--- config.mk ---
export PLATFORM = sky130hd
export DESIGN_NAME = dpm_ctrl
export DESIGN_NICKNAME = d
export VERILOG_FILES = /design/src/pkg/dpm_pkg.sv /design/src/verilog/dpm_wait.sv /design/src/verilog/dpm_ctrl.sv
export SDC_FILE = /design/constraint.sdc
export NUM_CORES = 1
export LEC_CHECK = 0
export ABC_AREA = 1
export BUFFER_PORTS_ARGS = -buffer_cell sky130_fd_sc_hd__buf_4
export CORE_MARGIN = 2
export CORE_UTILIZATION = 47
export DETAILED_ROUTE_END_ITERATION = 10
export GPL_TIMING_DRIVEN = 0
export HOLD_SLACK_MARGIN = 0.08
export PLACE_DENSITY = 0.86
export SYNTH_ARGS = -nofsm -noshare
export SYNTH_HDL_FRONTEND = slang
export SYNTH_SLANG_ARGS = --single-unit
--- constraint.sdc ---
create_clock -name i_clk -period 1.6 [get_ports i_clk]
set_clock_uncertainty 0.05 [all_clocks]
set_input_delay 0.32 -clock i_clk [delete_from_list [all_inputs] [get_ports i_clk]]
set_output_delay 0.32 -clock i_clk [all_outputs]
set_load 0.02 [all_outputs]
--- src/pkg/dpm_pkg.sv ---
// Constants, field layout, timing counts and state type for the mailbox port master.
// Assumes one 25 MHz clock and a single asynchronous dual-port memory port on the pins.
package dpm_pkg;

    // Register offsets on the APB side
    localparam logic [7:0] ADDR_CTRL   = 8'h00;
    localparam logic [7:0] ADDR_ADDR   = 8'h04;
    localparam logic [7:0] ADDR_WDATA  = 8'h08;
    localparam logic [7:0] ADDR_RDATA  = 8'h0c;
    localparam logic [7:0] ADDR_STATUS = 8'h10;

    // Control register fields
    localparam int CTRL_GO_BIT = 0;
    localparam int CTRL_OP_LSB = 1;
    localparam int CTRL_HI_BIT = 3;
    localparam int CTRL_LO_BIT = 4;

    // Status register fields
    localparam int STAT_BUSY_BIT = 0;
    localparam int STAT_DONE_BIT = 1;
    localparam int STAT_MBOX_BIT = 2;
    localparam int STAT_CSEEN_BIT = 3;
    localparam int STAT_CNOW_BIT = 4;

    // Operation codes: bit 1 selects token latch, bit 0 selects write
    localparam logic [1:0] OP_MEM_RD = 2'h0;
    localparam logic [1:0] OP_MEM_WR = 2'h1;
    localparam logic [1:0] OP_TOK_RD = 2'h2;
    localparam logic [1:0] OP_TOK_WR = 2'h3;

    // Reset values
    localparam logic [15:0] RST_DATA = 16'h0000;
    localparam logic [1:0]  RST_LANES = 2'h3;

    // Timing in ns and derived cycle counts
    localparam int CLK_MHZ      = 25;
    localparam int T_ACCESS_NS  = 25;
    localparam int T_WRITE_NS   = 20;
    localparam int T_FLOW_NS    = 25;
    localparam int T_SETTLE_NS  = 20;
    localparam int CNT_W        = 8;

    // Least times round up, never below one cycle
    function automatic int ns_to_cyc(input int ns);
        int c;
        c = (ns * CLK_MHZ + 999) / 1000;
        if (c < 1) begin
            c = 1;
        end
        return c;
    endfunction : ns_to_cyc

    localparam logic [7:0] C_SETTLE = 8'(ns_to_cyc(T_SETTLE_NS));
    localparam logic [7:0] C_WRITE  = 8'(ns_to_cyc(T_WRITE_NS));
    localparam logic [7:0] C_READ   = 8'((ns_to_cyc(T_ACCESS_NS) > ns_to_cyc(T_FLOW_NS)) ?
                                         ns_to_cyc(T_ACCESS_NS) : ns_to_cyc(T_FLOW_NS));

    typedef enum logic [4:0] {
        S_IDLE   = 5'b00001,
        S_SETUP  = 5'b00010,
        S_STROBE = 5'b00100,
        S_END    = 5'b01000,
        S_RECOV  = 5'b10000
    } dpm_state_t;

endpackage : dpm_pkg

--- src/verilog/dpm_wait.sv ---
// Down counter that paces the pin sequence.
// Assumes the caller loads it on the same edge that enters a timed state.
`timescale 1ns/1ns
module dpm_wait #(
    parameter int W = 8
) (
    input  wire logic         i_clk,
    input  wire logic         i_rst_n,
    input  wire logic         i_load,
    input  wire logic [W-1:0] i_count,
    output logic              o_done
);
    logic [W-1:0] cnt_r;

    // Load wins over counting so back-to-back timed states restart cleanly
    always_ff @(posedge i_clk) begin
        if (!i_rst_n) begin
            cnt_r <= '0;
        end else if (i_load) begin
            cnt_r <= i_count;
        end else if (cnt_r != '0) begin
            cnt_r <= cnt_r - W'(1);
        end
    end

    assign o_done = (cnt_r == '0);
endmodule : dpm_wait

--- src/verilog/dpm_ctrl.sv ---
// APB-programmed master for one port of an asynchronous dual-port memory.
// Assumes the memory pins are sampled and driven on i_clk; the far port is another master.
`timescale 1ns/1ns
module dpm_ctrl #(
    parameter int ADDR_W = 12
) (
    input  wire logic              i_clk,
    input  wire logic              i_rst_n,
    input  wire logic              i_psel,
    input  wire logic              i_penable,
    input  wire logic              i_pwrite,
    input  wire logic [7:0]        i_paddr,
    input  wire logic [31:0]       i_pwdata,
    output logic      [31:0]       o_prdata,
    output logic                   o_pready,
    output logic                   o_pslverr,
    output logic      [ADDR_W-1:0] o_addr,
    output logic                   o_sel_n,
    output logic                   o_wr_n,
    output logic                   o_oe_n,
    output logic                   o_hi_lane_n,
    output logic                   o_lo_lane_n,
    output logic                   o_tok_sel_n,
    output logic      [15:0]       o_data,
    output logic                   o_data_oe,
    input  wire logic [15:0]       i_data,
    input  wire logic              i_mbox_flag_n,
    input  wire logic              i_contention_n
);
    dpm_pkg::dpm_state_t state_r, state_nxt;
    logic [1:0]        op_r, op_nxt;
    logic [1:0]        lanes_r, lanes_nxt;
    logic [ADDR_W-1:0] addr_r, addr_nxt, pin_addr_r, pin_addr_nxt;
    logic [15:0]       wdata_r, wdata_nxt, rdata_r, rdata_nxt;
    logic              sel_n_r, sel_n_nxt, wr_n_r, wr_n_nxt, oe_n_r, oe_n_nxt;
    logic              hi_n_r, hi_n_nxt, lo_n_r, lo_n_nxt, tok_n_r, tok_n_nxt;
    logic              data_oe_r, data_oe_nxt;
    logic              done_r, done_nxt, cseen_r, cseen_nxt;
    logic              pready_r;
    logic [31:0]       prdata_r, prdata_nxt;
    logic              load;
    logic [7:0]        cnt_val;
    logic              wait_done;

    localparam int C_READ_I = int'(dpm_pkg::C_READ);

    // APB decode: one wait state, write acts at the edge that sees pready
    wire apb_acc   = i_psel & i_penable & ~pready_r;
    wire apb_fire  = i_psel & i_penable & pready_r;
    wire wr_fire   = apb_fire & i_pwrite;
    wire hit_ctrl  = (i_paddr == dpm_pkg::ADDR_CTRL);
    wire hit_addr  = (i_paddr == dpm_pkg::ADDR_ADDR);
    wire hit_wdata = (i_paddr == dpm_pkg::ADDR_WDATA);
    wire hit_rdata = (i_paddr == dpm_pkg::ADDR_RDATA);
    wire hit_stat  = (i_paddr == dpm_pkg::ADDR_STATUS);
    wire idle      = (state_r == dpm_pkg::S_IDLE);
    wire go_req    = wr_fire & hit_ctrl & i_pwdata[dpm_pkg::CTRL_GO_BIT] & idle;
    wire [1:0] new_op    = i_pwdata[dpm_pkg::CTRL_OP_LSB +: 2];
    wire [1:0] raw_lanes = {i_pwdata[dpm_pkg::CTRL_HI_BIT], i_pwdata[dpm_pkg::CTRL_LO_BIT]};
    // No lane chosen would power the port down, so take it as both lanes
    wire [1:0] new_lanes = (raw_lanes == 2'h0) ? 2'h3 : raw_lanes;
    wire new_tok   = new_op[1];
    wire is_tok    = op_r[1];
    wire is_wr     = op_r[0];
    wire clr_done  = wr_fire & hit_stat & i_pwdata[dpm_pkg::STAT_DONE_BIT];
    wire clr_cseen = wr_fire & hit_stat & i_pwdata[dpm_pkg::STAT_CSEEN_BIT];
    // Contention only matters for array cycles; flag taken straight from the pin, no glue
    wire contended = ~is_tok & ~i_contention_n;
    // Lanes not selected float on the far side, so keep them out of the result
    wire [15:0] lane_mask = {{8{lanes_r[1]}}, {8{lanes_r[0]}}};
    wire [15:0] rd_value  = is_tok ? {16{i_data[0]}} : (i_data & lane_mask);
    wire [31:0] status_w  = {27'h0, ~i_contention_n, cseen_r, ~i_mbox_flag_n, done_r, ~idle};

    dpm_wait #(.W(dpm_pkg::CNT_W)) u_wait (
        .i_clk   (i_clk),
        .i_rst_n (i_rst_n),
        .i_load  (load),
        .i_count (cnt_val),
        .o_done  (wait_done)
    );

    // Register read mux; unmapped offsets read as zero
    always_comb begin
        if (hit_ctrl) begin
            prdata_nxt = {27'h0, lanes_r[0], lanes_r[1], op_r, 1'b0};
        end else if (hit_addr) begin
            prdata_nxt = 32'(addr_r);
        end else if (hit_wdata) begin
            prdata_nxt = {16'h0, wdata_r};
        end else if (hit_rdata) begin
            prdata_nxt = {16'h0, rdata_r};
        end else if (hit_stat) begin
            prdata_nxt = status_w;
        end else begin
            prdata_nxt = 32'h0;
        end
    end

    // Software-written registers; address and data are frozen while a cycle runs
    always_comb begin
        addr_nxt  = (wr_fire & hit_addr & idle) ? i_pwdata[ADDR_W-1:0] : addr_r;
        wdata_nxt = (wr_fire & hit_wdata & idle) ? i_pwdata[15:0] : wdata_r;
        op_nxt    = go_req ? new_op : op_r;
        lanes_nxt = go_req ? new_lanes : lanes_r;
        // Hardware set wins over a same-cycle software clear
        done_nxt  = (state_r == dpm_pkg::S_RECOV) | (done_r & ~clr_done);
        cseen_nxt = ((state_r == dpm_pkg::S_SETUP) & contended) | (cseen_r & ~clr_cseen);
    end

    // Pin sequencer
    always_comb begin
        state_nxt    = state_r;
        load         = 1'b0;
        cnt_val      = 8'h00;
        pin_addr_nxt = pin_addr_r;
        sel_n_nxt    = sel_n_r;
        wr_n_nxt     = wr_n_r;
        oe_n_nxt     = oe_n_r;
        hi_n_nxt     = hi_n_r;
        lo_n_nxt     = lo_n_r;
        tok_n_nxt    = tok_n_r;
        data_oe_nxt  = data_oe_r;
        rdata_nxt    = rdata_r;
        case (state_r)
            dpm_pkg::S_IDLE: begin
                if (go_req) begin
                    state_nxt = dpm_pkg::S_SETUP;
                    load      = 1'b1;
                    cnt_val   = dpm_pkg::C_SETTLE;
                    // Token cycles keep select high and use only the latch index
                    sel_n_nxt = new_tok;
                    tok_n_nxt = ~new_tok;
                    pin_addr_nxt = new_tok ? ADDR_W'(addr_r[2:0]) : addr_r;
                    hi_n_nxt  = new_tok | ~new_lanes[1];
                    lo_n_nxt  = new_tok | ~new_lanes[0];
                end
            end
            dpm_pkg::S_SETUP: begin
                // Hold off the strobe until contention has settled and is clear
                if (wait_done & ~contended) begin
                    state_nxt   = dpm_pkg::S_STROBE;
                    load        = 1'b1;
                    cnt_val     = is_wr ? dpm_pkg::C_WRITE : dpm_pkg::C_READ;
                    wr_n_nxt    = ~is_wr;
                    oe_n_nxt    = is_wr;
                    data_oe_nxt = is_wr;
                end
            end
            dpm_pkg::S_STROBE: begin
                if (wait_done) begin
                    state_nxt = dpm_pkg::S_END;
                    // Rising strobe commits the write with data still driven
                    wr_n_nxt  = 1'b1;
                    oe_n_nxt  = 1'b1;
                    rdata_nxt = is_wr ? rdata_r : rd_value;
                end
            end
            dpm_pkg::S_END: begin
                state_nxt   = dpm_pkg::S_RECOV;
                sel_n_nxt   = 1'b1;
                tok_n_nxt   = 1'b1;
                hi_n_nxt    = 1'b1;
                lo_n_nxt    = 1'b1;
                data_oe_nxt = 1'b0;
            end
            dpm_pkg::S_RECOV: begin
                state_nxt = dpm_pkg::S_IDLE;
            end
            default: begin
                state_nxt = dpm_pkg::S_IDLE;
            end
        endcase
    end

    // Bus side flops
    always_ff @(posedge i_clk) begin
        if (!i_rst_n) begin
            pready_r <= 1'b0;
            prdata_r <= 32'h0;
        end else begin
            pready_r <= apb_acc;
            prdata_r <= apb_acc ? prdata_nxt : prdata_r;
        end
    end

    // Control and status flops
    always_ff @(posedge i_clk) begin
        if (!i_rst_n) begin
            state_r <= dpm_pkg::S_IDLE;
            op_r    <= dpm_pkg::OP_MEM_RD;
            lanes_r <= dpm_pkg::RST_LANES;
            addr_r  <= '0;
            wdata_r <= dpm_pkg::RST_DATA;
            rdata_r <= dpm_pkg::RST_DATA;
            done_r  <= 1'b0;
            cseen_r <= 1'b0;
        end else begin
            state_r <= state_nxt;
            op_r    <= op_nxt;
            lanes_r <= lanes_nxt;
            addr_r  <= addr_nxt;
            wdata_r <= wdata_nxt;
            rdata_r <= rdata_nxt;
            done_r  <= done_nxt;
            cseen_r <= cseen_nxt;
        end
    end

    // Pin flops; everything idles deselected and undriven
    always_ff @(posedge i_clk) begin
        if (!i_rst_n) begin
            pin_addr_r <= '0;
            sel_n_r    <= 1'b1;
            wr_n_r     <= 1'b1;
            oe_n_r     <= 1'b1;
            hi_n_r     <= 1'b1;
            lo_n_r     <= 1'b1;
            tok_n_r    <= 1'b1;
            data_oe_r  <= 1'b0;
        end else begin
            pin_addr_r <= pin_addr_nxt;
            sel_n_r    <= sel_n_nxt;
            wr_n_r     <= wr_n_nxt;
            oe_n_r     <= oe_n_nxt;
            hi_n_r     <= hi_n_nxt;
            lo_n_r     <= lo_n_nxt;
            tok_n_r    <= tok_n_nxt;
            data_oe_r  <= data_oe_nxt;
        end
    end

    assign o_prdata    = prdata_r;
    assign o_pready    = pready_r;
    assign o_pslverr   = 1'b0;
    assign o_addr      = pin_addr_r;
    assign o_sel_n     = sel_n_r;
    assign o_wr_n      = wr_n_r;
    assign o_oe_n      = oe_n_r;
    assign o_hi_lane_n = hi_n_r;
    assign o_lo_lane_n = lo_n_r;
    assign o_tok_sel_n = tok_n_r;
    assign o_data      = wdata_r;
    assign o_data_oe   = data_oe_r;

    // Checks on the driven pins and on the done flag
    a_no_forbid_combo: assert property (@(posedge i_clk) disable iff (!i_rst_n)
        !(!sel_n_r && !tok_n_r))
        else $error("select and token select low together");
    a_oe_no_drive: assert property (@(posedge i_clk) disable iff (!i_rst_n)
        !oe_n_r |-> (!data_oe_r && (!sel_n_r || !tok_n_r)))
        else $error("read strobe without select or with data driven");
    a_write_commit: assert property (@(posedge i_clk) disable iff (!i_rst_n)
        $rose(wr_n_r) |-> (data_oe_r && $past(data_oe_r) && !(sel_n_r && tok_n_r)))
        else $error("write strobe rose without data or select held");
    a_tok_addr: assert property (@(posedge i_clk) disable iff (!i_rst_n)
        !tok_n_r |-> (sel_n_r && (pin_addr_r >> 3) == '0))
        else $error("token cycle with select low or high address bits");
    a_write_clear: assert property (@(posedge i_clk) disable iff (!i_rst_n)
        ($fell(wr_n_r) && !sel_n_r) |-> $past(i_contention_n))
        else $error("write started during contention");
    a_flow_wait: assert property (@(posedge i_clk) disable iff (!i_rst_n)
        $rose(oe_n_r) |-> $past(!oe_n_r, C_READ_I))
        else $error("read strobe shorter than flow-through wait");
    a_lane_chosen: assert property (@(posedge i_clk) disable iff (!i_rst_n)
        !sel_n_r |-> !(hi_n_r && lo_n_r))
        else $error("array cycle with no lane selected");
    a_done_after: assert property (@(posedge i_clk) disable iff (!i_rst_n)
        (state_r == dpm_pkg::S_RECOV) |=> (done_r && state_r == dpm_pkg::S_IDLE))
        else $error("done not set after cycle");
    a_setup_first: assert property (@(posedge i_clk) disable iff (!i_rst_n)
        (state_r == dpm_pkg::S_STROBE && $past(state_r == dpm_pkg::S_SETUP))
        |-> $past(!(sel_n_r && tok_n_r), 2))
        else $error("strobe without select settle cycle");
endmodule : dpm_ctrl

## After elaboration in Yosys (flattened, before gate mapping)

Index checks and enable logic that the tools add are counted.

- Logic and storage cells: 116
- Register bits after elaboration: 115
- Input port bits: 63
- Output and inout bits: 69

- Eq/ne operators: 12
- Reductions and logical operators: 14
- Multiplexer cells: 34
- Add/subtract/negate cells: 1
- Bitwise logic cells: 36

Operators with widths:

| operator | count |
|---|---|
| 2-to-1 mux 16 bit | 4 |
| 2-to-1 mux 32 bit | 1 |
| 2-to-1 mux 5 bit | 4 |
| case mux 5 bit (4 select lines) | 1 |
| AND 1 bit | 19 |
| case mux 1 bit (2 select lines) | 9 |
| AND 16 bit | 1 |
| == test 8 x 4 -> 1 bit, second input constant | 2 |
| logical NOT 8 bit | 2 |
| 2-to-1 mux 8 bit | 2 |
| 2-to-1 mux 12 bit | 1 |
| inverter 1 bit | 12 |
| 2-to-1 mux 1 bit | 11 |
| AND reduction 3 bit | 3 |
| == test 8 x 3 -> 1 bit, second input constant | 1 |
| == test 8 x 5 -> 1 bit, second input constant | 1 |
| nonzero test 2 bit | 4 |
| nonzero test 8 bit | 1 |
| subtractor 8 x 1 -> 8 bit, second input constant | 1 |
| AND reduction 2 bit | 3 |
| == test 5 x 1 -> 1 bit, second input constant | 1 |
| == test 5 x 2 -> 1 bit, second input constant | 1 |
| == test 5 x 3 -> 1 bit, second input constant | 1 |
| == test 5 x 4 -> 1 bit, second input constant | 1 |
| 6 further kinds | 10 |

## Longest topological paths before layout

- Word-level depth: 9
- Depth in mapped cells: 11
- Mapped depth without buffers: 11

## By module

From an unflattened synthesis, not the netlist that was laid out.

- Cells, all modules: 642
- Area total of the unflattened synthesis: 4,779.6 um^2

Modules (own cells, without submodules):

| module | cells an instance | area an instance (um^2) | sequential area each (um^2) | instances |
|---|---|---|---|---|
| dpm_ctrl | 571 | 4,302.9 | 1,821.7 | 1 |
| dpm_wait | 71 | 476.7 | 160.2 | 1 |

## Least setup slack after synthesis

No wires, ideal clock.

- Path type: flip-flop to flip-flop
- Start: reg u_wait.cnt_r[0]
- End: reg rdata_r[10]
- Stages on the path, launching flop included: 9
- Library setup time: 122 ps
- Clock period less this slack: 1,525 ps
- Setup slack: 75 ps
- Buffers on the path: 1
- Data required time: 1,428 ps
- Data arrival time: 1,353 ps
- Cell sequence: dfxtp_1 -> inv_1 -> ha_1 -> nand2_1 -> nor2_4 -> inv_2 -> nor3_4 -> buf_2 -> a21oi_1

- Word-level cells in the longest chain between the ends: 2

RTL lines:

| element | line | source |
|---|---|---|
| start: declaration | dpm_wait.sv:13 | `logic [W-1:0] cnt_r;` |
| start signal: assignment | dpm_wait.sv:20 | `cnt_r <= i_count;` |
| start signal: assignment | dpm_wait.sv:22 | `cnt_r <= cnt_r - W'(1);` |
| logical NOT 8 bit | dpm_wait.sv:26 | `assign o_done = (cnt_r == '0);` |
| AND reduction 3 bit (no line) | -- |  |
| end signal: assignment | dpm_ctrl.sv:194 | `rdata_r <= dpm_pkg::RST_DATA;` |
| end signal: assignment | dpm_ctrl.sv:203 | `rdata_r <= rdata_nxt;` |
| end: declaration | dpm_ctrl.sv:34 | `logic [15:0] wdata_r, wdata_nxt, rdata_r, rdata_nxt;` |

Every way passes these cells.
A chain may end at the register's enable or synchronous reset.

## Worst setup path in the final report

- Start: reg state_r[2]
- End: reg addr_r[9]

- Word-level cells in the longest chain between the ends: 2

RTL lines:

| element | line | source |
|---|---|---|
| start: declaration | dpm_ctrl.sv:30 | `dpm_pkg::dpm_state_t state_r, state_nxt;` |
| start signal: assignment | dpm_ctrl.sv:189 | `state_r <= dpm_pkg::S_IDLE;` |
| start signal: assignment | dpm_ctrl.sv:198 | `state_r <= state_nxt;` |
| == test 5 x 1 -> 1 bit | dpm_ctrl.sv:56 | `wire idle = (state_r == dpm_pkg::S_IDLE);` |
| AND 1 bit | dpm_ctrl.sv:101 | `addr_nxt = (wr_fire & hit_addr & idle) ? i_pwdata[ADDR_W-1:0] : addr_r;` |
| end signal: assignment | dpm_ctrl.sv:201 | `addr_r <= addr_nxt;` |
| end: declaration | dpm_ctrl.sv:33 | `logic [ADDR_W-1:0] addr_r, addr_nxt, pin_addr_r, pin_addr_nxt;` |

Every way passes these cells.

==> metrics.md <==
| Metric | Value |
|---|---|
| Worst R2R Setup Slack | -0.03 ns |
| Chip width | 103 microns |
| Later-pin clock latency in the skew report | 0.37 ns |
| Slew Limit Headroom | 58.9% |
| Number of global-route vias before repair | 4595 |
| Worst hold margin | 0.162 ns |
| Hold Fails Final Rpt | 0 |
| Layout-stage area growth over the synthesis result | 32.1% |
| Leading cell types in the layout, fill and taps excluded | 127 x buf_4, 102 x a21oi_1, 93 x dfxtp_1 |
| Number of maximum-capacitance violations | 0 |
| Maximum frequency from static timing analysis | 612 MHz |
| Failing checks | negative setup slack |
| Unrepaired setup endpoints after global routing | true |
| Quantity of hold-fixing buffers added after cts | 0 |
| Standard cell core area | 0.00933 sq mm |
| Number of antenna cells inserted | 0 |
| Share of the yosys chip area belonging to registers | 43.4% |
| Top FF cell, synth | dfxtp_1 |
| First-pass detailed-route iteration total | 6 |
| Required arrival time at the worst endpoint | 1.82 ns |
| Worst-path maximum fanout | 10 |
| Max VDD drop | 0.000594 V |
| Routability cong. | 0.894 |
| Fraction of synthesized area in multiplexers | 0% |
| Clock-pin transition on the worst setup and hold timing paths | 0.10 ns |
| CTS tree | yes |
| Initial antenna violation count | 0 |
| Distinct cell type count after synthesis | 33 |
| First-pass GRT wire length | 22000 microns |
| Share of Yosys cell area claimed by the top area cell type | 43.4% |
| Post-placement cell area | 0.00551 sq mm |
| # IOs | 132 |
| Avg Inst Size Synth | 7.33 sq um |
| Gate count of the mapped netlist | 623 |
| Outcome | finished, violations left |
| RR Endpoint | addr_r[9]$_SDFFE_PN0P_ |
| Post-synthesis compound-gate area fraction | 19.2% |
| Critical path data arrival time | 1.85 ns |
| Post-detailed-route via-to-cell ratio | 5.47 |
| Simple-gate share of the synthesized area | 24.5% |
| Vert. Die Dim | 103 microns |
| Seq cells post-synth | 99 |
| Critical Path Source | state_r[2]$_SDFFE_PN0P_ |
| Power density cells | 928 mW/mm^2 |
| Critical path endpoint | addr_r[9]$_SDFFE_PN0P_ |
| Inserted Clock Buffers | 9 |
| Total number of nets in the final design | 832 |
| Hold Path Class | in -> reg |
| Final Max Tran Viols | 0 |
| Number of synthesized flops with an enable pin | 0 |
| Peak per-stage delay on the critical path | 0.37 ns |
| Final setup slack of the worst path | -0.0328 ns |
| Dominant combinational cell family by area after synthesis | simple AND/OR/NAND/NOR gates |
| Maximum number of pins on one net before global-route repair | 18 |
| Shortest clock period the worst path allows after layout | 1.63 ns |
| DIE AREA | 0.0105 sq mm |
| Total wire length | 14500 microns |
| Critical Path Sink Type | flip-flop |
| Final cell utilization of the core | 64.7% |
| Relative contribution of sequential cells to total power | 47.4% |
| Logic pwr share | 23.1% |
| DRC violation count after routing | 0 |
| Post-Place Worst Slack | -0.409 ns |
| All-Layer GR Usage | 27.3% |
| Sequence of cells on the critical path | nor2_4 -> inv_2 -> nor2_4 -> nand2_4 -> buf_4 -> nor2_4 -> inv_2 -> buf_6 -> o21ai_1 -> a21oi_1 |
| Clk root buf | clkbuf_8 |
| Setup violators final | 5 |
| Cell type with the largest total area after synthesis | dfxtp_1 |
| Net Sw Power | 1.73 mW |
| Post-Synth XOR/XNOR Area | 1.34% |
| Total half-perimeter wirelength after legalization and detailed placement | 10200 microns |
| Category of the worst setup path launch point | flip-flop |
| Worst-case clock buffer depth | 2 |
| CTS Sinks | 99 |
| Crit path top cell by count | nor2_4 |
| Total via count after detailed routing | 4929 |
| Post-route standard cell area excluding fillers | 0.00603 sq mm |
| Routed wirelength normalized by instance count | 16.0 microns |
| Post-route antenna net violation count | 0 |
| Final period util | 102% |
| Cell types with the largest area share after synthesis | dfxtp_1 43%, a21oi_1 12%, nand2_1 7.7% |
| Leakage power | 2.67 nW |
| Leading cell type in the layout, fill and taps excluded | buf_4 |
| Pwr Total | 5.60 mW |
| Synthesis warning total | 0 |
| GRT overflow | 0 |
| Worst Reg2Reg Path Length in Cells | 10 |
| Htree depth | 3 |
| Highest-delay cell along the critical path | dfxtp_4 |
| Relative contribution of the clock network to total power | 29.5% |
| Mapped Area | 0.00456 sq mm |
| Effective utilization at floorplan | 48.9% |
| Fraction of synthesis flops using an asynchronous set or reset pin | 0% |
| Share of final-layout standard cells stronger than drive strength 1 | 28.5% |
| Port bufs | 97 |
| Power Internal | 3.87 mW |
| Detailed Route Iter0 Violations | 424 |
| Fraction of power spent switching nets | 30.8% |
| WS Path Type | reg -> reg |
| Adder and majority cell fraction of the synthesized area | 0.548% |
| Slew of the pin with the lowest slew margin | 0.615 ns |
| Worst reg2reg startpoint | state_r[2]$_SDFFE_PN0P_ |
| Standard-cell rows | 35 |
## Yosys cell counts, types with 4 or more instances
master,number
xor2_1,6
o21ai_0,67
nand3_1,43
nor3_1,4
clkbuf_1,13
buf_6,5
buf_2,5
nor2_1,56
nor2_4,5
dfxtp_1,99
nand2_1,94
nor2_2,9
nand4_1,9
inv_1,55
a21oi_1,106
buf_4,17
inv_2,4
## final cells by class
class | count | area [sq um]
plain buffers | 40 | 282
clock buffers | 9 | 124
clock inverters | 7 | 77.6
fillers | 754 | 3300
inverters | 64 | 254
multi-input cells | 437 | 2240
flip-flops and latches | 99 | 1990
well taps | 129 | 161
repair buffers | 116 | 900
## routing by layer
metal  track usage (%)  share of wire, %  wire length, microns
met5                 0                 0                     0
met4              15.3               4.4                   642
met3              6.58               9.6                  1390
met2              45.1                48                  6900
met1              32.5                38                  5520
## cell families after synthesis
group | count (synthesis)
other cells | 1
compound gates | 175
simple gates | 235
xor+xnor | 7
buf+inv | 104
fa+ha+maj | 2
flops | 99
## state kept, by name, summed over array words and instances, names as in the netlist, 2 cells and up
register / count
u_wait.cnt_r: 8
o_prdata: 16
rdata_r: 16
lanes_r: 2
o_data: 16
state_r: 5
addr_r: 12
o_addr: 12
op_r: 2
## timing repair
item / 4_1_cts / 5_1_grt
gates resized for setup: 24 / 43
setup buffers: 12 / 4
pin swaps: 7 / 10
setup endpoints to repair: 68 / 70
cloned: 4 / 0
## how the worst min path moves through the flow
stage	startpoint	end	depth (start not counted)
final	i_pwdata[8]	o_data[8]$_SDFFE_PN0P_	3
after global routing	i_pwdata[12]	o_data[12]$_SDFFE_PN0P_	3
after CTS	i_pwdata[4]	addr_r[4]$_SDFFE_PN0P_	3
after detailed placement	addr_r[7]$_SDFFE_PN0P_	o_addr[7]$_SDFFE_PN0P_	2
after global placement	addr_r[11]$_SDFFE_PN0P_	o_addr[11]$_SDFFE_PN0P_	2
after floorplan	addr_r[10]$_SDFFE_PN0P_	o_addr[10]$_SDFFE_PN0P_	2
## power groups by stage
stage | Clock (mW) | Combinational, mW | Sequential [mW]
floorplan | 0 | 0.783 | 2.69
global placement | 0 | 1.01 | 2.70
detailed placement | 0 | 1.04 | 2.71
CTS | 1.66 | 1.20 | 2.65
global route | 1.78 | 1.42 | 2.66
finish | 1.65 | 1.29 | 2.65
## stage by stage
stage,std cells,TNS [ns]
final,901,-0.0823
after global routing,901,-1.29
after CTS,897,0
after detailed placement,865,-17.59
after global placement,865,-14.88
after floorplan,639,0
## worst max-delay path: cells and delay by family, from the launching register on
family / cells / cell delay (ns)
buf+inv: 4 / 0.43
simple gates: 4 / 0.49
compound gates: 2 / 0.19
flops: 1 / 0.37
(Power assumes the default switching activity.)
